File: src/pkg/acmp_consts.vh
`ifndef ACMP_CONSTS_VH
`define ACMP_CONSTS_VH
// register byte addresses (printed offset 0x97 is not a multiple of four)
`define ACMP_IDX_CTRL_STATUS 8'h97
`define ACMP_ADDR_CTRL_STATUS 12'h25c
`define ACMP_ADDR_INT_ENABLE 12'h000
`define ACMP_ADDR_IRQ_STATUS 12'h004
`define ACMP_ADDR_IRQ_MASK 12'h008
`define ACMP_ADDR_POWER 12'h00c
// control/status field positions
`define ACMP_MODE_LSB 0
`define ACMP_MODE_MSB 2
`define ACMP_EN_BIT 3
`define ACMP_FLAG_BIT 4
`define ACMP_IDLE_BIT 5
`define ACMP_IE_CMP_BIT 6
`define ACMP_CTRL_RESET 8'h00
// condition modes
`define ACMP_M_LOW 3'h0
`define ACMP_M_RISE 3'h1
`define ACMP_M_DB_TOG 3'h2
`define ACMP_M_DB_RISE 3'h3
`define ACMP_M_FALL 3'h4
`define ACMP_M_TOG 3'h5
`define ACMP_M_DB_FALL 3'h6
`define ACMP_M_HIGH 3'h7
// overflows waited for before resampling
`define ACMP_DB_OVF_COUNT 2'h2
// power bits
`define ACMP_PWR_IDLE_BIT 0
`define ACMP_PWR_DOWN_BIT 1
`endif

File: src/rtl/acmp_top.v
// The implementer's own choice: the AXI4-Lite register port.
`timescale 1ns/1ns
`include "acmp_consts.vh"
// Functional notes
// - result high only when positive exceeds negative
// - comparator works only with enable bit 3
// - disabled: result low, flag never set
// - flag bit 4 set by match, software clears
// - mode bits 2..0 select eight conditions
// - result sampled every system clock
// - debounced: two overflows, resample, confirm
// - idle stops comparator unless bit 5 set
// - idle event with interrupt enabled wakes cpu
// - power-down always disables comparator
// - interrupt request needs enable register bit 6
// - control resets low five bits cleared
module acmp_top (
    input wire aclk,
    input wire aresetn,
    input wire cmp_raw,
    input wire timer_ovf,
    input wire [31:0] s_axi_awaddr,
    input wire [2:0] s_axi_awprot,
    input wire s_axi_awvalid,
    output reg s_axi_awready,
    input wire [31:0] s_axi_wdata,
    input wire [3:0] s_axi_wstrb,
    input wire s_axi_wvalid,
    output reg s_axi_wready,
    output reg [1:0] s_axi_bresp,
    output reg s_axi_bvalid,
    input wire s_axi_bready,
    input wire [31:0] s_axi_araddr,
    input wire [2:0] s_axi_arprot,
    input wire s_axi_arvalid,
    output reg s_axi_arready,
    output reg [31:0] s_axi_rdata,
    output reg [1:0] s_axi_rresp,
    output reg s_axi_rvalid,
    input wire s_axi_rready,
    output reg cmp_result,
    output reg cmp_irq_req,
    output reg idle_wake,
    output reg irq
);
    // cmp_raw is the analog comparator's digital output (pos > neg)
    wire cmp_sync;
    reg [2:0] condition_mode_field;
    reg comparator_enable;
    reg comparator_event_flag;
    reg run_in_idle;
    reg [7:0] interrupt_enable_reg;
    reg idle_mode;
    reg power_down;
    reg prev_result;
    reg [1:0] irq_status;
    reg [1:0] irq_mask;
    reg have_aw;
    reg have_w;
    reg [11:0] aw_addr;
    reg [31:0] w_data;
    reg [3:0] w_strb;
    wire active;
    wire cur;
    wire rise;
    wire fall;
    wire db_confirm;
    wire db_busy;
    reg db_start;
    reg db_expect;
    reg direct_hit;
    wire event_set;
    wire wr_go;
    wire rd_go;
    wire sw_flag_clear;
    wire [11:0] ar_addr;
    reg [31:0] next_rdata;
    wire [7:0] ctrl_status_view;
    // reset image of the control/status byte, split into its fields below
    localparam [7:0] CTRL_RST = `ACMP_CTRL_RESET;

    // one decode of the mapped offsets, shared by both response paths
    function acmp_mapped;
        input [11:0] addr;
        begin
            acmp_mapped = (addr == `ACMP_ADDR_CTRL_STATUS)
                || (addr == `ACMP_ADDR_INT_ENABLE)
                || (addr == `ACMP_ADDR_IRQ_STATUS)
                || (addr == `ACMP_ADDR_IRQ_MASK)
                || (addr == `ACMP_ADDR_POWER);
        end
    endfunction

    // both stages reset low, so no false rise after reset
    // pin level synchronised
    acmp_sync2 #(
        .WIDTH(1)
    ) u_sync (
        .aclk(aclk),
        .aresetn(aresetn),
        .din(cmp_raw),
        .dout(cmp_sync)
    );

    assign active = comparator_enable & ~power_down & (~idle_mode | run_in_idle);
    assign cur = active & cmp_sync;
    // enabling with a high input shows as a rise, hence the settle time
    assign rise = cur & ~prev_result;
    assign fall = ~cur & prev_result;

    // sample every clock; result follows gated level
    always @(posedge aclk) begin
        if (!aresetn) begin
            prev_result <= 1'b0;
            cmp_result <= 1'b0;
        end else begin
            prev_result <= cur;
            cmp_result <= cur;
        end
    end

    always @* begin
        direct_hit = 1'b0;
        db_start = 1'b0;
        db_expect = 1'b0;
        case (condition_mode_field)
            `ACMP_M_LOW: direct_hit = ~cur;
            `ACMP_M_RISE: direct_hit = rise;
            `ACMP_M_FALL: direct_hit = fall;
            `ACMP_M_TOG: direct_hit = rise | fall;
            `ACMP_M_HIGH: direct_hit = cur;
            `ACMP_M_DB_TOG: begin
                db_start = rise | fall;
                db_expect = cur;
            end
            `ACMP_M_DB_RISE: begin
                db_start = rise;
                db_expect = 1'b1;
            end
            `ACMP_M_DB_FALL: begin
                db_start = fall;
                db_expect = 1'b0;
            end
            default: direct_hit = 1'b0;
        endcase
    end

    // debounce wait, no rearm while busy
    acmp_debounce u_db (
        .aclk(aclk),
        .aresetn(aresetn),
        .active(active),
        .start(db_start),
        .expected(db_expect),
        .ovf_pulse(timer_ovf),
        .sample(cur),
        .confirm(db_confirm),
        .busy(db_busy)
    );

    // debounce confirms arrive a cycle late and are gated again here
    // no events while inactive
    assign event_set = active & (direct_hit | db_confirm);

    // axi handshakes
    // a write waits while its response is still unanswered
    assign wr_go = have_aw & have_w & ~s_axi_bvalid;
    // reads are taken only through the one-cycle arready pulse
    assign rd_go = s_axi_arvalid & s_axi_arready;
    assign ar_addr = s_axi_araddr[11:0];
    assign sw_flag_clear = wr_go && aw_addr == `ACMP_ADDR_CTRL_STATUS && w_strb[0]
        && !w_data[`ACMP_FLAG_BIT];
    // upper two bits reserved, read as zero
    assign ctrl_status_view = {2'h0, run_in_idle, comparator_event_flag,
        comparator_enable, condition_mode_field};

    // write channel capture, either order
    always @(posedge aclk) begin
        if (!aresetn) begin
            have_aw <= 1'b0;
            have_w <= 1'b0;
            s_axi_awready <= 1'b0;
            s_axi_wready <= 1'b0;
            aw_addr <= 12'h000;
            w_data <= 32'h0000_0000;
            w_strb <= 4'h0;
        end else begin
            s_axi_awready <= ~have_aw & ~s_axi_awready & s_axi_awvalid;
            s_axi_wready <= ~have_w & ~s_axi_wready & s_axi_wvalid;
            if (s_axi_awvalid && s_axi_awready) begin
                have_aw <= 1'b1;
                aw_addr <= s_axi_awaddr[11:0];
            end
            if (s_axi_wvalid && s_axi_wready) begin
                have_w <= 1'b1;
                w_data <= s_axi_wdata;
                w_strb <= s_axi_wstrb;
            end
            if (wr_go) begin
                have_aw <= 1'b0;
                have_w <= 1'b0;
            end
        end
    end

    // register writes; hardware set beats software clear
    always @(posedge aclk) begin
        if (!aresetn) begin
            // fields start from the reset image: disabled, low level
            condition_mode_field <= CTRL_RST[`ACMP_MODE_MSB:`ACMP_MODE_LSB];
            comparator_enable <= CTRL_RST[`ACMP_EN_BIT];
            comparator_event_flag <= CTRL_RST[`ACMP_FLAG_BIT];
            run_in_idle <= CTRL_RST[`ACMP_IDLE_BIT];
            interrupt_enable_reg <= 8'h00;
            idle_mode <= 1'b0;
            power_down <= 1'b0;
            irq_mask <= 2'h0;
            s_axi_bvalid <= 1'b0;
            s_axi_bresp <= 2'h0;
        end else begin
            if (s_axi_bvalid && s_axi_bready)
                s_axi_bvalid <= 1'b0;
            if (wr_go) begin
                s_axi_bvalid <= 1'b1;
                // unmapped offsets answer with a slave error
                s_axi_bresp <= acmp_mapped(aw_addr) ? 2'h0 : 2'h2;
                case (aw_addr)
                    `ACMP_ADDR_CTRL_STATUS: if (w_strb[0]) begin
                        condition_mode_field <= w_data[`ACMP_MODE_MSB:`ACMP_MODE_LSB];
                        comparator_enable <= w_data[`ACMP_EN_BIT];
                        run_in_idle <= w_data[`ACMP_IDLE_BIT];
                    end
                    `ACMP_ADDR_INT_ENABLE: if (w_strb[0])
                        interrupt_enable_reg <= w_data[7:0];
                    `ACMP_ADDR_IRQ_MASK: if (w_strb[0])
                        irq_mask <= w_data[1:0];
                    `ACMP_ADDR_POWER: if (w_strb[0]) begin
                        idle_mode <= w_data[`ACMP_PWR_IDLE_BIT];
                        power_down <= w_data[`ACMP_PWR_DOWN_BIT];
                    end
                    default: s_axi_bresp <= 2'h2;
                endcase
            end
            if (event_set)
                comparator_event_flag <= 1'b1;
            else if (sw_flag_clear)
                comparator_event_flag <= 1'b0;
            // idle_wake has already seen idle before idle_mode drops
            // a comparator interrupt request (cmp_irq_req) leaves idle; irq does not
            if (cmp_irq_req && idle_mode)
                idle_mode <= 1'b0;
        end
    end

    // read channel; status cleared on read, new events win
    always @* begin
        case (ar_addr)
            `ACMP_ADDR_CTRL_STATUS: next_rdata = {24'h000000, ctrl_status_view};
            `ACMP_ADDR_INT_ENABLE: next_rdata = {24'h000000, interrupt_enable_reg};
            `ACMP_ADDR_IRQ_STATUS: next_rdata = {30'h0, irq_status};
            `ACMP_ADDR_IRQ_MASK: next_rdata = {30'h0, irq_mask};
            `ACMP_ADDR_POWER: next_rdata = {30'h0, power_down, idle_mode};
            default: next_rdata = 32'h0000_0000;
        endcase
    end

    always @(posedge aclk) begin
        if (!aresetn) begin
            s_axi_arready <= 1'b0;
            s_axi_rvalid <= 1'b0;
            s_axi_rdata <= 32'h0000_0000;
            s_axi_rresp <= 2'h0;
            irq_status <= 2'h0;
        end else begin
            s_axi_arready <= ~s_axi_arready & ~s_axi_rvalid & s_axi_arvalid;
            if (s_axi_rvalid && s_axi_rready)
                s_axi_rvalid <= 1'b0;
            if (rd_go) begin
                s_axi_rvalid <= 1'b1;
                s_axi_rdata <= next_rdata;
                // unmapped offsets answer with a slave error
                s_axi_rresp <= acmp_mapped(ar_addr) ? 2'h0 : 2'h2;
            end
            // bit0 any match, bit1 flag newly raised; a same-cycle event beats the clear
            irq_status <= ((rd_go && ar_addr == `ACMP_ADDR_IRQ_STATUS) ? 2'h0 : irq_status)
                | {event_set & ~comparator_event_flag, event_set};
        end
    end

    // request gated by enable bit 6, outputs registered
    always @(posedge aclk) begin
        if (!aresetn) begin
            cmp_irq_req <= 1'b0;
            idle_wake <= 1'b0;
            irq <= 1'b0;
        end else begin
            cmp_irq_req <= comparator_event_flag & interrupt_enable_reg[`ACMP_IE_CMP_BIT];
            // without the run bit nothing can fire in idle, so it is required here
            idle_wake <= comparator_event_flag & interrupt_enable_reg[`ACMP_IE_CMP_BIT]
                & idle_mode & run_in_idle;
            irq <= |(irq_status & irq_mask);
        end
    end
endmodule // acmp_top

File: src/rtl/acmp_sync2.v
`timescale 1ns/1ns
// two flip-flop synchroniser for pin levels
module acmp_sync2 #(
    parameter WIDTH = 1
) (
    input wire aclk,
    input wire aresetn,
    input wire [WIDTH-1:0] din,
    output reg [WIDTH-1:0] dout
);
    reg [WIDTH-1:0] meta;

    // first stage feeds only the second
    always @(posedge aclk) begin
        if (!aresetn) begin
            meta <= {WIDTH{1'b0}};
            dout <= {WIDTH{1'b0}};
        end else begin
            meta <= din;
            dout <= meta;
        end
    end
endmodule // acmp_sync2

File: src/rtl/acmp_debounce.v
`timescale 1ns/1ns
`include "acmp_consts.vh"
// debounce wait: arm on transition, count overflows, resample once
module acmp_debounce (
    input wire aclk,
    input wire aresetn,
    input wire active,
    input wire start,
    input wire expected,
    input wire ovf_pulse,
    input wire sample,
    output reg confirm,
    output reg busy
);
    reg [1:0] ovf_cnt;
    reg want;

    // while busy a new start is ignored
    always @(posedge aclk) begin
        if (!aresetn) begin
            busy <= 1'b0;
            ovf_cnt <= 2'h0;
            want <= 1'b0;
            confirm <= 1'b0;
        end else begin
            confirm <= 1'b0;
            if (!active) begin
                busy <= 1'b0;
                ovf_cnt <= 2'h0;
            end else if (!busy) begin
                if (start) begin
                    busy <= 1'b1;
                    ovf_cnt <= 2'h0;
                    want <= expected;
                end
            end else if (ovf_cnt == `ACMP_DB_OVF_COUNT) begin
                // resample after second overflow; mismatch drops the event
                busy <= 1'b0;
                confirm <= (sample == want);
            end else if (ovf_pulse) begin
                ovf_cnt <= ovf_cnt + 2'h1;
            end
        end
    end
endmodule // acmp_debounce

File: config.mk
export PLATFORM = sky130hd
export DESIGN_NAME = acmp_top
export DESIGN_NICKNAME = d
export VERILOG_FILES = /design/src/rtl/acmp_top.v /design/src/rtl/acmp_sync2.v /design/src/rtl/acmp_debounce.v
export VERILOG_INCLUDE_DIRS = /design/src /design/src/pkg
export SDC_FILE = /design/constraint.sdc
export NUM_CORES = 1
export LEC_CHECK = 0
export BUFFER_PORTS_ARGS = -buffer_cell sky130_fd_sc_hd__buf_4
export CAP_MARGIN = 20
export CORE_MARGIN = 5
export CORE_UTILIZATION = 46
export DETAILED_ROUTE_END_ITERATION = 6
export GPL_ROUTABILITY_DRIVEN = 0
export PLACE_DENSITY_LB_ADDON = 0.05
export SYNTH_ARGS = -nofsm -noshare
export SYNTH_HDL_FRONTEND = slang
export SYNTH_SLANG_ARGS = --single-unit
File: constraint.sdc
create_clock -name aclk -period 2.6 [get_ports aclk]
set_clock_uncertainty 0.05 [all_clocks]
set_input_delay 0.26 -clock aclk [delete_from_list [all_inputs] [get_ports aclk]]
set_output_delay 0.26 -clock aclk [all_outputs]
set_load 0.05 [all_outputs]
==> flow_summary_export.csv, run 1 <==
group,metric,value,unit
die,fp.dieW,92.88,um
synthesis,yosysWarnings,0,
route,drt_first_pass_iters,4,
setup_path,endpoint_kind,"flop",
synthesis,synth_edf_count,0,
timing,hold_viol,0,
synthesis,syn_area,0.003159,mm^2
global_routing,grt_start_max_net_pins,35,
clock_tree,cts-root-buf,"clkbuf_8",
global_routing,track_usage,16.41,%
synthesis,synthArstFlopShare,0,%
synthesis,ys_seq_elements,69,
clock_tree,cts_buffers,9,
outcome,status,"finished, final reports clean",
setup_path,crit_slowest_cell,"dfxtp_1",
global_routing,grt_pass1_wl,11180,um
clock_tree,postCtsHoldBufs,0,
timing,period_share,92.52,%
placement,dpl.hpwl,5051,um
clock_tree,clk_pin_slew,70,ps
min_path,hold_path.startpoint,"cmp_raw",
clock_tree,clock_sinks,69,
min_path,hold_path_class,"input pin to flop",
clock_tree,cts_buffer_depth,2,
timing,slew_viol_final,0,
setup_path,max_stage_delay,370,ps
synthesis,yosysSeqAreaShare,43.72,%
power,p_leak,0.001453,uW
global_routing,grt_pass1_vias,2336,
clock_tree,cts_tree,"yes",
setup_path,crit_chain,"nor2b_1, and2_1, nand2_1, inv_2, ha_1, or2_2, a21oi_1, o21ai_0, o211ai_1, o31ai_1",
layout,nNetsFinal,539,
global_routing,overflow,0,
setup_path,rrSetupSlack,190,ps
synthesis,syn_inst,363,
setup_path,cp.required,2760,ps
die,die_area,0.008626,mm^2
global_routing,antenna_found_initial,0,
clock_tree,insertion_delay,340,ps
clock_tree,post-cts-setup-buffers,0,
setup_path,timing.rr.start,"comparator_enable$_SDFFE_PN0P_",
layout,final_core_util,56.17,%
setup_path,crit_fanout,5,
route,routed_wl,6884,um
power,power_density,606.9,mW/mm^2
route,ant_nets,0,
clock_tree,cts_resized,0,
synthesis,avgSynthCellArea,8.703,um^2
layout,regMostFlops,"aw_addr",
timing,max_freq,415.7,MHz
timing,report.final.setup_viol,0,
timing,fin_setup_tns,0,ps
layout,drive_gt1_share,20.89,%
setup_path,cp-startpoint,"comparator_enable$_SDFFE_PN0P_",
die,io_pins,160,
placement,portBuffers,60,
layout,antennaDiodeCount,0,
setup_path,cp-start-kind,"flop",
die,start_util,46.76,%
power,ir_drop,0.3146,mV
timing,rsz0062_at_grt,"no",
clock_tree,htreeDepth,3,
synthesis,ys_types,46,
route,drc,0,
layout,areaGrowthSynthToFinish,20.12,%
route,vias,2560,
setup_path,crit_arrival,2570,ps
timing,relSlewSlack,62.85,%
route,wl_per_cell,13.60,um
die,std_cell_rows,30,
die,die_h,92.88,um
run,maxCapViolations,0,
setup_path,criticalPathCategory,"flop to flop",
synthesis,ys.flop_type,"dfxtp_1",
timing,fin_crit,2405,ps
die,core_area,0.006756,mm^2
route,viasPerCell,5.059,
timing,max_slew.worst_pin.slew,551.4,ps
layout,largest_register_ffs,12,
route,drt_iter0_markers,95,
-- layout make-up --
type / count / area, um^2
fill: 660 / 2962
multi-input combinational: 271 / 1594
sequential: 69 / 1381
timing repair buffer: 62 / 465.4
clock buffer: 10 / 137.6
tap: 80 / 100.1
clock inverter: 6 / 86.33
inverter: 8 / 30.03
-- cells in the final DEF (no fill, tap or decap), drive strengths merged, types with 3 or more instances in the layout --
master	instances
nand2	71
dfxtp	69
buf	62
a21boi	30
conb	26
o21ai	23
nor2b	15
nand3	11
mux2i	10
clkbuf	10
a21oi	9
nor2	9
nor3	9
and2	8
inv	8
and3	5
a22oi	5
nor4	5
nand2b	4
a32oi	4
ha	3
clkinv	3
-- path summary, 6_finish.rpt --
path	endpoint	depth (start not counted)
worst max-delay path	u_db.want$_SDFFE_PN0P_	10
worst min register to register	u_sync.dout$_SDFF_PN0_	1
worst min-delay path	u_sync.meta$_SDFF_PN0_	2
worst max register to register	u_db.want$_SDFFE_PN0P_	10
-- through the flow --
stage / setup WS [ps] / power, uW / instances / instance area [um^2] / hold WS [ps]
after floorplan: 534.9 / 1309 / 388 / 3253 / 328.3
after global placement: 259.9 / 1353 / 490 / 3571 / 370.6
after detailed placement: 244.6 / 1355 / 490 / 3571 / 373.8
after CTS: 220.3 / 2323 / 506 / 3795 / 53.87
after global routing: 50.28 / 2382 / 506 / 3795 / 71.90
final: 194.5 / 2303 / 506 / 3795 / 68.87
-- synthesized netlist by cell type, types with 2 or more instances --
cell | instances | area share (%)
a21boi_0 | 30 | 7.1
nor2_1 | 9 | 1.1
mux2i_1 | 10 | 3.2
nor4_1 | 3 | 0.59
nor4bb_1 | 2 | 0.63
and3_1 | 5 | 0.99
dfxtp_1 | 69 | 44
mux2_2 | 2 | 0.71
clkbuf_1 | 13 | 1.5
a221oi_1 | 2 | 0.55
buf_4 | 26 | 6.2
nor2b_1 | 15 | 3.0
inv_1 | 7 | 0.83
ha_1 | 3 | 1.2
nand2b_1 | 4 | 0.79
nor4_4 | 2 | 1.3
a22oi_1 | 5 | 1.2
nand2_1 | 71 | 8.4
nor3_1 | 6 | 0.95
and2_1 | 8 | 1.6
nand3_1 | 11 | 1.7
nor3_2 | 2 | 0.63
a32oi_1 | 4 | 1.1
o21ai_0 | 23 | 3.6
o211ai_1 | 2 | 0.48
a21oi_1 | 9 | 1.4
-- layer usage --
| metal | routed length [um] | share of wire (%) | vias to the layer above | GRT usage, % |
|---|---|---|---|---|
| met5 | 0 | 0 | - | 0 |
| li1 | - | - | 1322 | - |
| met3 | 283 | 4.1 | 10 | 3.331 |
| met4 | 120 | 1.7 | 0 | 8.425 |
| met2 | 3066 | 45 | 51 | 24.84 |
| met1 | 3413 | 50 | 1177 | 22.03 |
-- logic make-up (layout without fill, tap and decap cells) --
group | after synthesis | count (layout) | share of synthesized area (%)
AO/OA/AOI/OAI | 82 | 82 | 17.35
XOR/XNOR | 1 | 1 | 0.2773
adder cells (fa/ha/maj) | 3 | 3 | 1.188
buffers and inverters | 48 | 86 | 8.792
flip-flops | 69 | 69 | 43.72
multiplexers | 12 | 12 | 3.881
other | 1 | 26 | 0.1187
AND/OR/NAND/NOR | 147 | 147 | 24.67
-- critical path: cells and delay by family (launching register included) --
kind	cells	cell delay, ps
buffers and inverters	1	110
and+or+nand+nor	4	790
AOI/OAI and AO/OA	4	710
DFF	1	370
adders and majority gates	1	260
-- power breakdown --
group	internal (uW)	total (uW)	leakage [uW]	switching, uW
registers	1080	1090	0.000558	16.3
clock network	564	972	0.000112	408
logic	76.9	239	0.000782	162
No activity file was read; power rests on OpenSTA's default activity.
==> run 2: changes to the inputs <==
Settings changed: CORE_UTILIZATION 46 to 47, CTS_BUF_LIST set to sky130_fd_sc_hd__clkbuf_4 sky130_fd_sc_hd__clkbuf_8.
==> flow_summary_export.csv, run 2 (synthesized netlist as in run 1, its figures left out) <==
group,metric,value,unit
setup_path,max_stage_delay,380,ps
outcome,status,"finished, final reports clean",
setup_path,crit_chain,"nor2b_1, and2_1, nand2_1, inv_2, ha_1, or2_2, a21oi_1, o21ai_0, o211ai_1, o31ai_1",
route,drc,0,
min_path,hold_path.startpoint,"cmp_raw",
clock_tree,insertion_delay,330,ps
power,p_sw,560.4,uW
power,p_leak,0.001444,uW
setup_path,r2r-end,"u_db.want$_SDFFE_PN0P_",
route,wl_per_cell,13.28,um
global_routing,grt_start_max_net_pins,37,
layout,final_common_cell,"nand2_1",
die,core_area,0.006459,mm^2
timing,max_slew.worst_pin.slew,590.2,ps
clock_tree,cts_tree,"yes",
timing,max_freq,417.3,MHz
setup_path,cp-start-kind,"flop",
layout,areaGrowthSynthToFinish,19.25,%
clock_tree,post-cts-setup-buffers,0,
placement,pre_cts_ws,218.7,ps
timing,report.final.setup_viol,0,
timing,fin_setup_tns,0,ps
layout,drive_gt1_share,20.89,%
global_routing,antenna_found_initial,0,
layout,most-common-layout-cells,"nand2_1, dfxtp_1, buf_4",
setup_path,cp.required,2750,ps
layout,largest_register_ffs,12,
setup_path,crit_fanout,5,
clock_tree,cts-root-buf,"clkbuf_8",
power,comb_power_share,10.9,%
timing,fin_ws,203.5,ps
placement,dpl.hpwl,4994,um
timing,hold_viol,0,
setup_path,endpoint_kind,"flop",
route,drt_first_pass_iters,4,
timing,rsz0062_at_grt,"no",
clock_tree,cts_buffers,9,
route,viasPerCell,5.085,
min_path,min_path_cells,2,
global_routing,track_usage,15.64,%
clock_tree,htreeDepth,3,
setup_path,rrSetupSlack,200,ps
power,power_density,584.2,mW/mm^2
route,routed_wl,6678,um
setup_path,timing.rr.start,"comparator_enable$_SDFFE_PN0P_",
clock_tree,cts_resized,0,
layout,antennaDiodeCount,0,
min_path,whs_endpoint,"u_sync.meta$_SDFF_PN0_",
setup_path,crit_arrival,2550,ps
clock_tree,clock_sinks,69,
timing,relSlewSlack,60.24,%
layout,regMostFlops,"aw_addr",
route,ant_nets,0,
route,vias,2558,
power,sw_frac_of_total,25.46,%
timing,slew_viol_final,0,
die,die_h,91.99,um
die,die_area,0.008461,mm^2
placement,portBuffers,60,
clock_tree,cts_buffer_depth,2,
setup_path,reg2reg_depth,10,
global_routing,overflow,0,
layout,nNetsFinal,539,
clock_tree,clk_pin_slew,70,ps
power,clkPwrFrac,39.5,%
layout,fillCellCount,626,
clock_tree,postCtsHoldBufs,0,
timing,fin_crit,2396,ps
power,ir_drop,0.3145,mV
timing,whs,79.09,ps
die,fp.dieW,91.99,um
setup_path,crit_slowest_cell,"dfxtp_1",
power,seq_power_share,49.6,%
min_path,hold_path_class,"input pin to flop",
die,std_cell_rows,29,
power,internal_power,1640,uW
global_routing,grt_pass1_wl,10790,um
route,drt_iter0_markers,92,
run,maxCapViolations,0,
die,start_util,48.92,%
die,io_pins,160,
global_routing,grt_pass1_vias,2346,
timing,period_share,92.17,%
setup_path,criticalPathCategory,"flop to flop",
-- run 2: cell types whose count changed in the layout (fill, tap and decap cells not counted), sizes merged --
cell    change
clkinv      -1
clkbuf      +2
bufinv      -1
-- run 2: how the worst max path moves through the flow --
stage                                         startpoint                      to  slack (ps)  cells past startpoint
after detailed placement  comparator_enable$_SDFFE_PN0P_  u_db.want$_SDFFE_PN0P_         220                     10
final                     comparator_enable$_SDFFE_PN0P_  u_db.want$_SDFFE_PN0P_         200                     10
after floorplan                 run_in_idle$_SDFFE_PN0P_  u_db.want$_SDFFE_PN0P_         530                     10
after global routing      comparator_enable$_SDFFE_PN0P_  u_db.want$_SDFFE_PN0P_          90                     10
after CTS                 comparator_enable$_SDFFE_PN0P_  u_db.want$_SDFFE_PN0P_         220                     10
after global placement    comparator_enable$_SDFFE_PN0P_  u_db.want$_SDFFE_PN0P_         230                     10
-- run 2: final cells by class --
type	instances	area, um^2	share of cell area, %
inverters	8	30.03	0.7971
well taps	77	96.34	2.557
flip-flops and latches	69	1381	36.67
clock buffers	12	152.6	4.052
clock inverters	4	47.55	1.262
multi-input cells	271	1594	42.31
repair buffers	62	465.4	12.35
-- run 2: metal layers --
layer,GRT usage (%),routed length [um],part of all wire (%)
met5,0,0,0
met4,7.054,107,1.6
met3,3.682,384,5.8
met2,23.97,2921,44
met1,20.94,3265,49
-- run 2: power by group through the flow --
stage	Combinational [uW]	Clock, uW	Sequential [uW]
2_1_floorplan	175	0	1130
3_5_place_dp	239	0	1120
3_3_place_gp	238	0	1120
5_1_grt	254	941	1090
4_1_cts	240	886	1090
6_report	239	870	1090
-- run 2: worst max-delay path, delay by kind of cell (launching register included) --
kind / cells / cell delay, ps
AO/OA/AOI/OAI: 4 / 730
adder cells (fa/ha/maj): 1 / 250
buffers and inverters: 1 / 100
flip-flops: 1 / 380
AND/OR/NAND/NOR: 4 / 770
-- run 2: through the flow --
step	util, %	instances	instance area, um^2	power [uW]
after floorplan	-	388	3253	1309
after global placement	55.23	487	3567	1354
after detailed placement	55.23	487	3567	1356
after CTS	58.33	503	3767	2218
after global routing	58.33	503	3767	2290
final	58.33	503	3767	2201
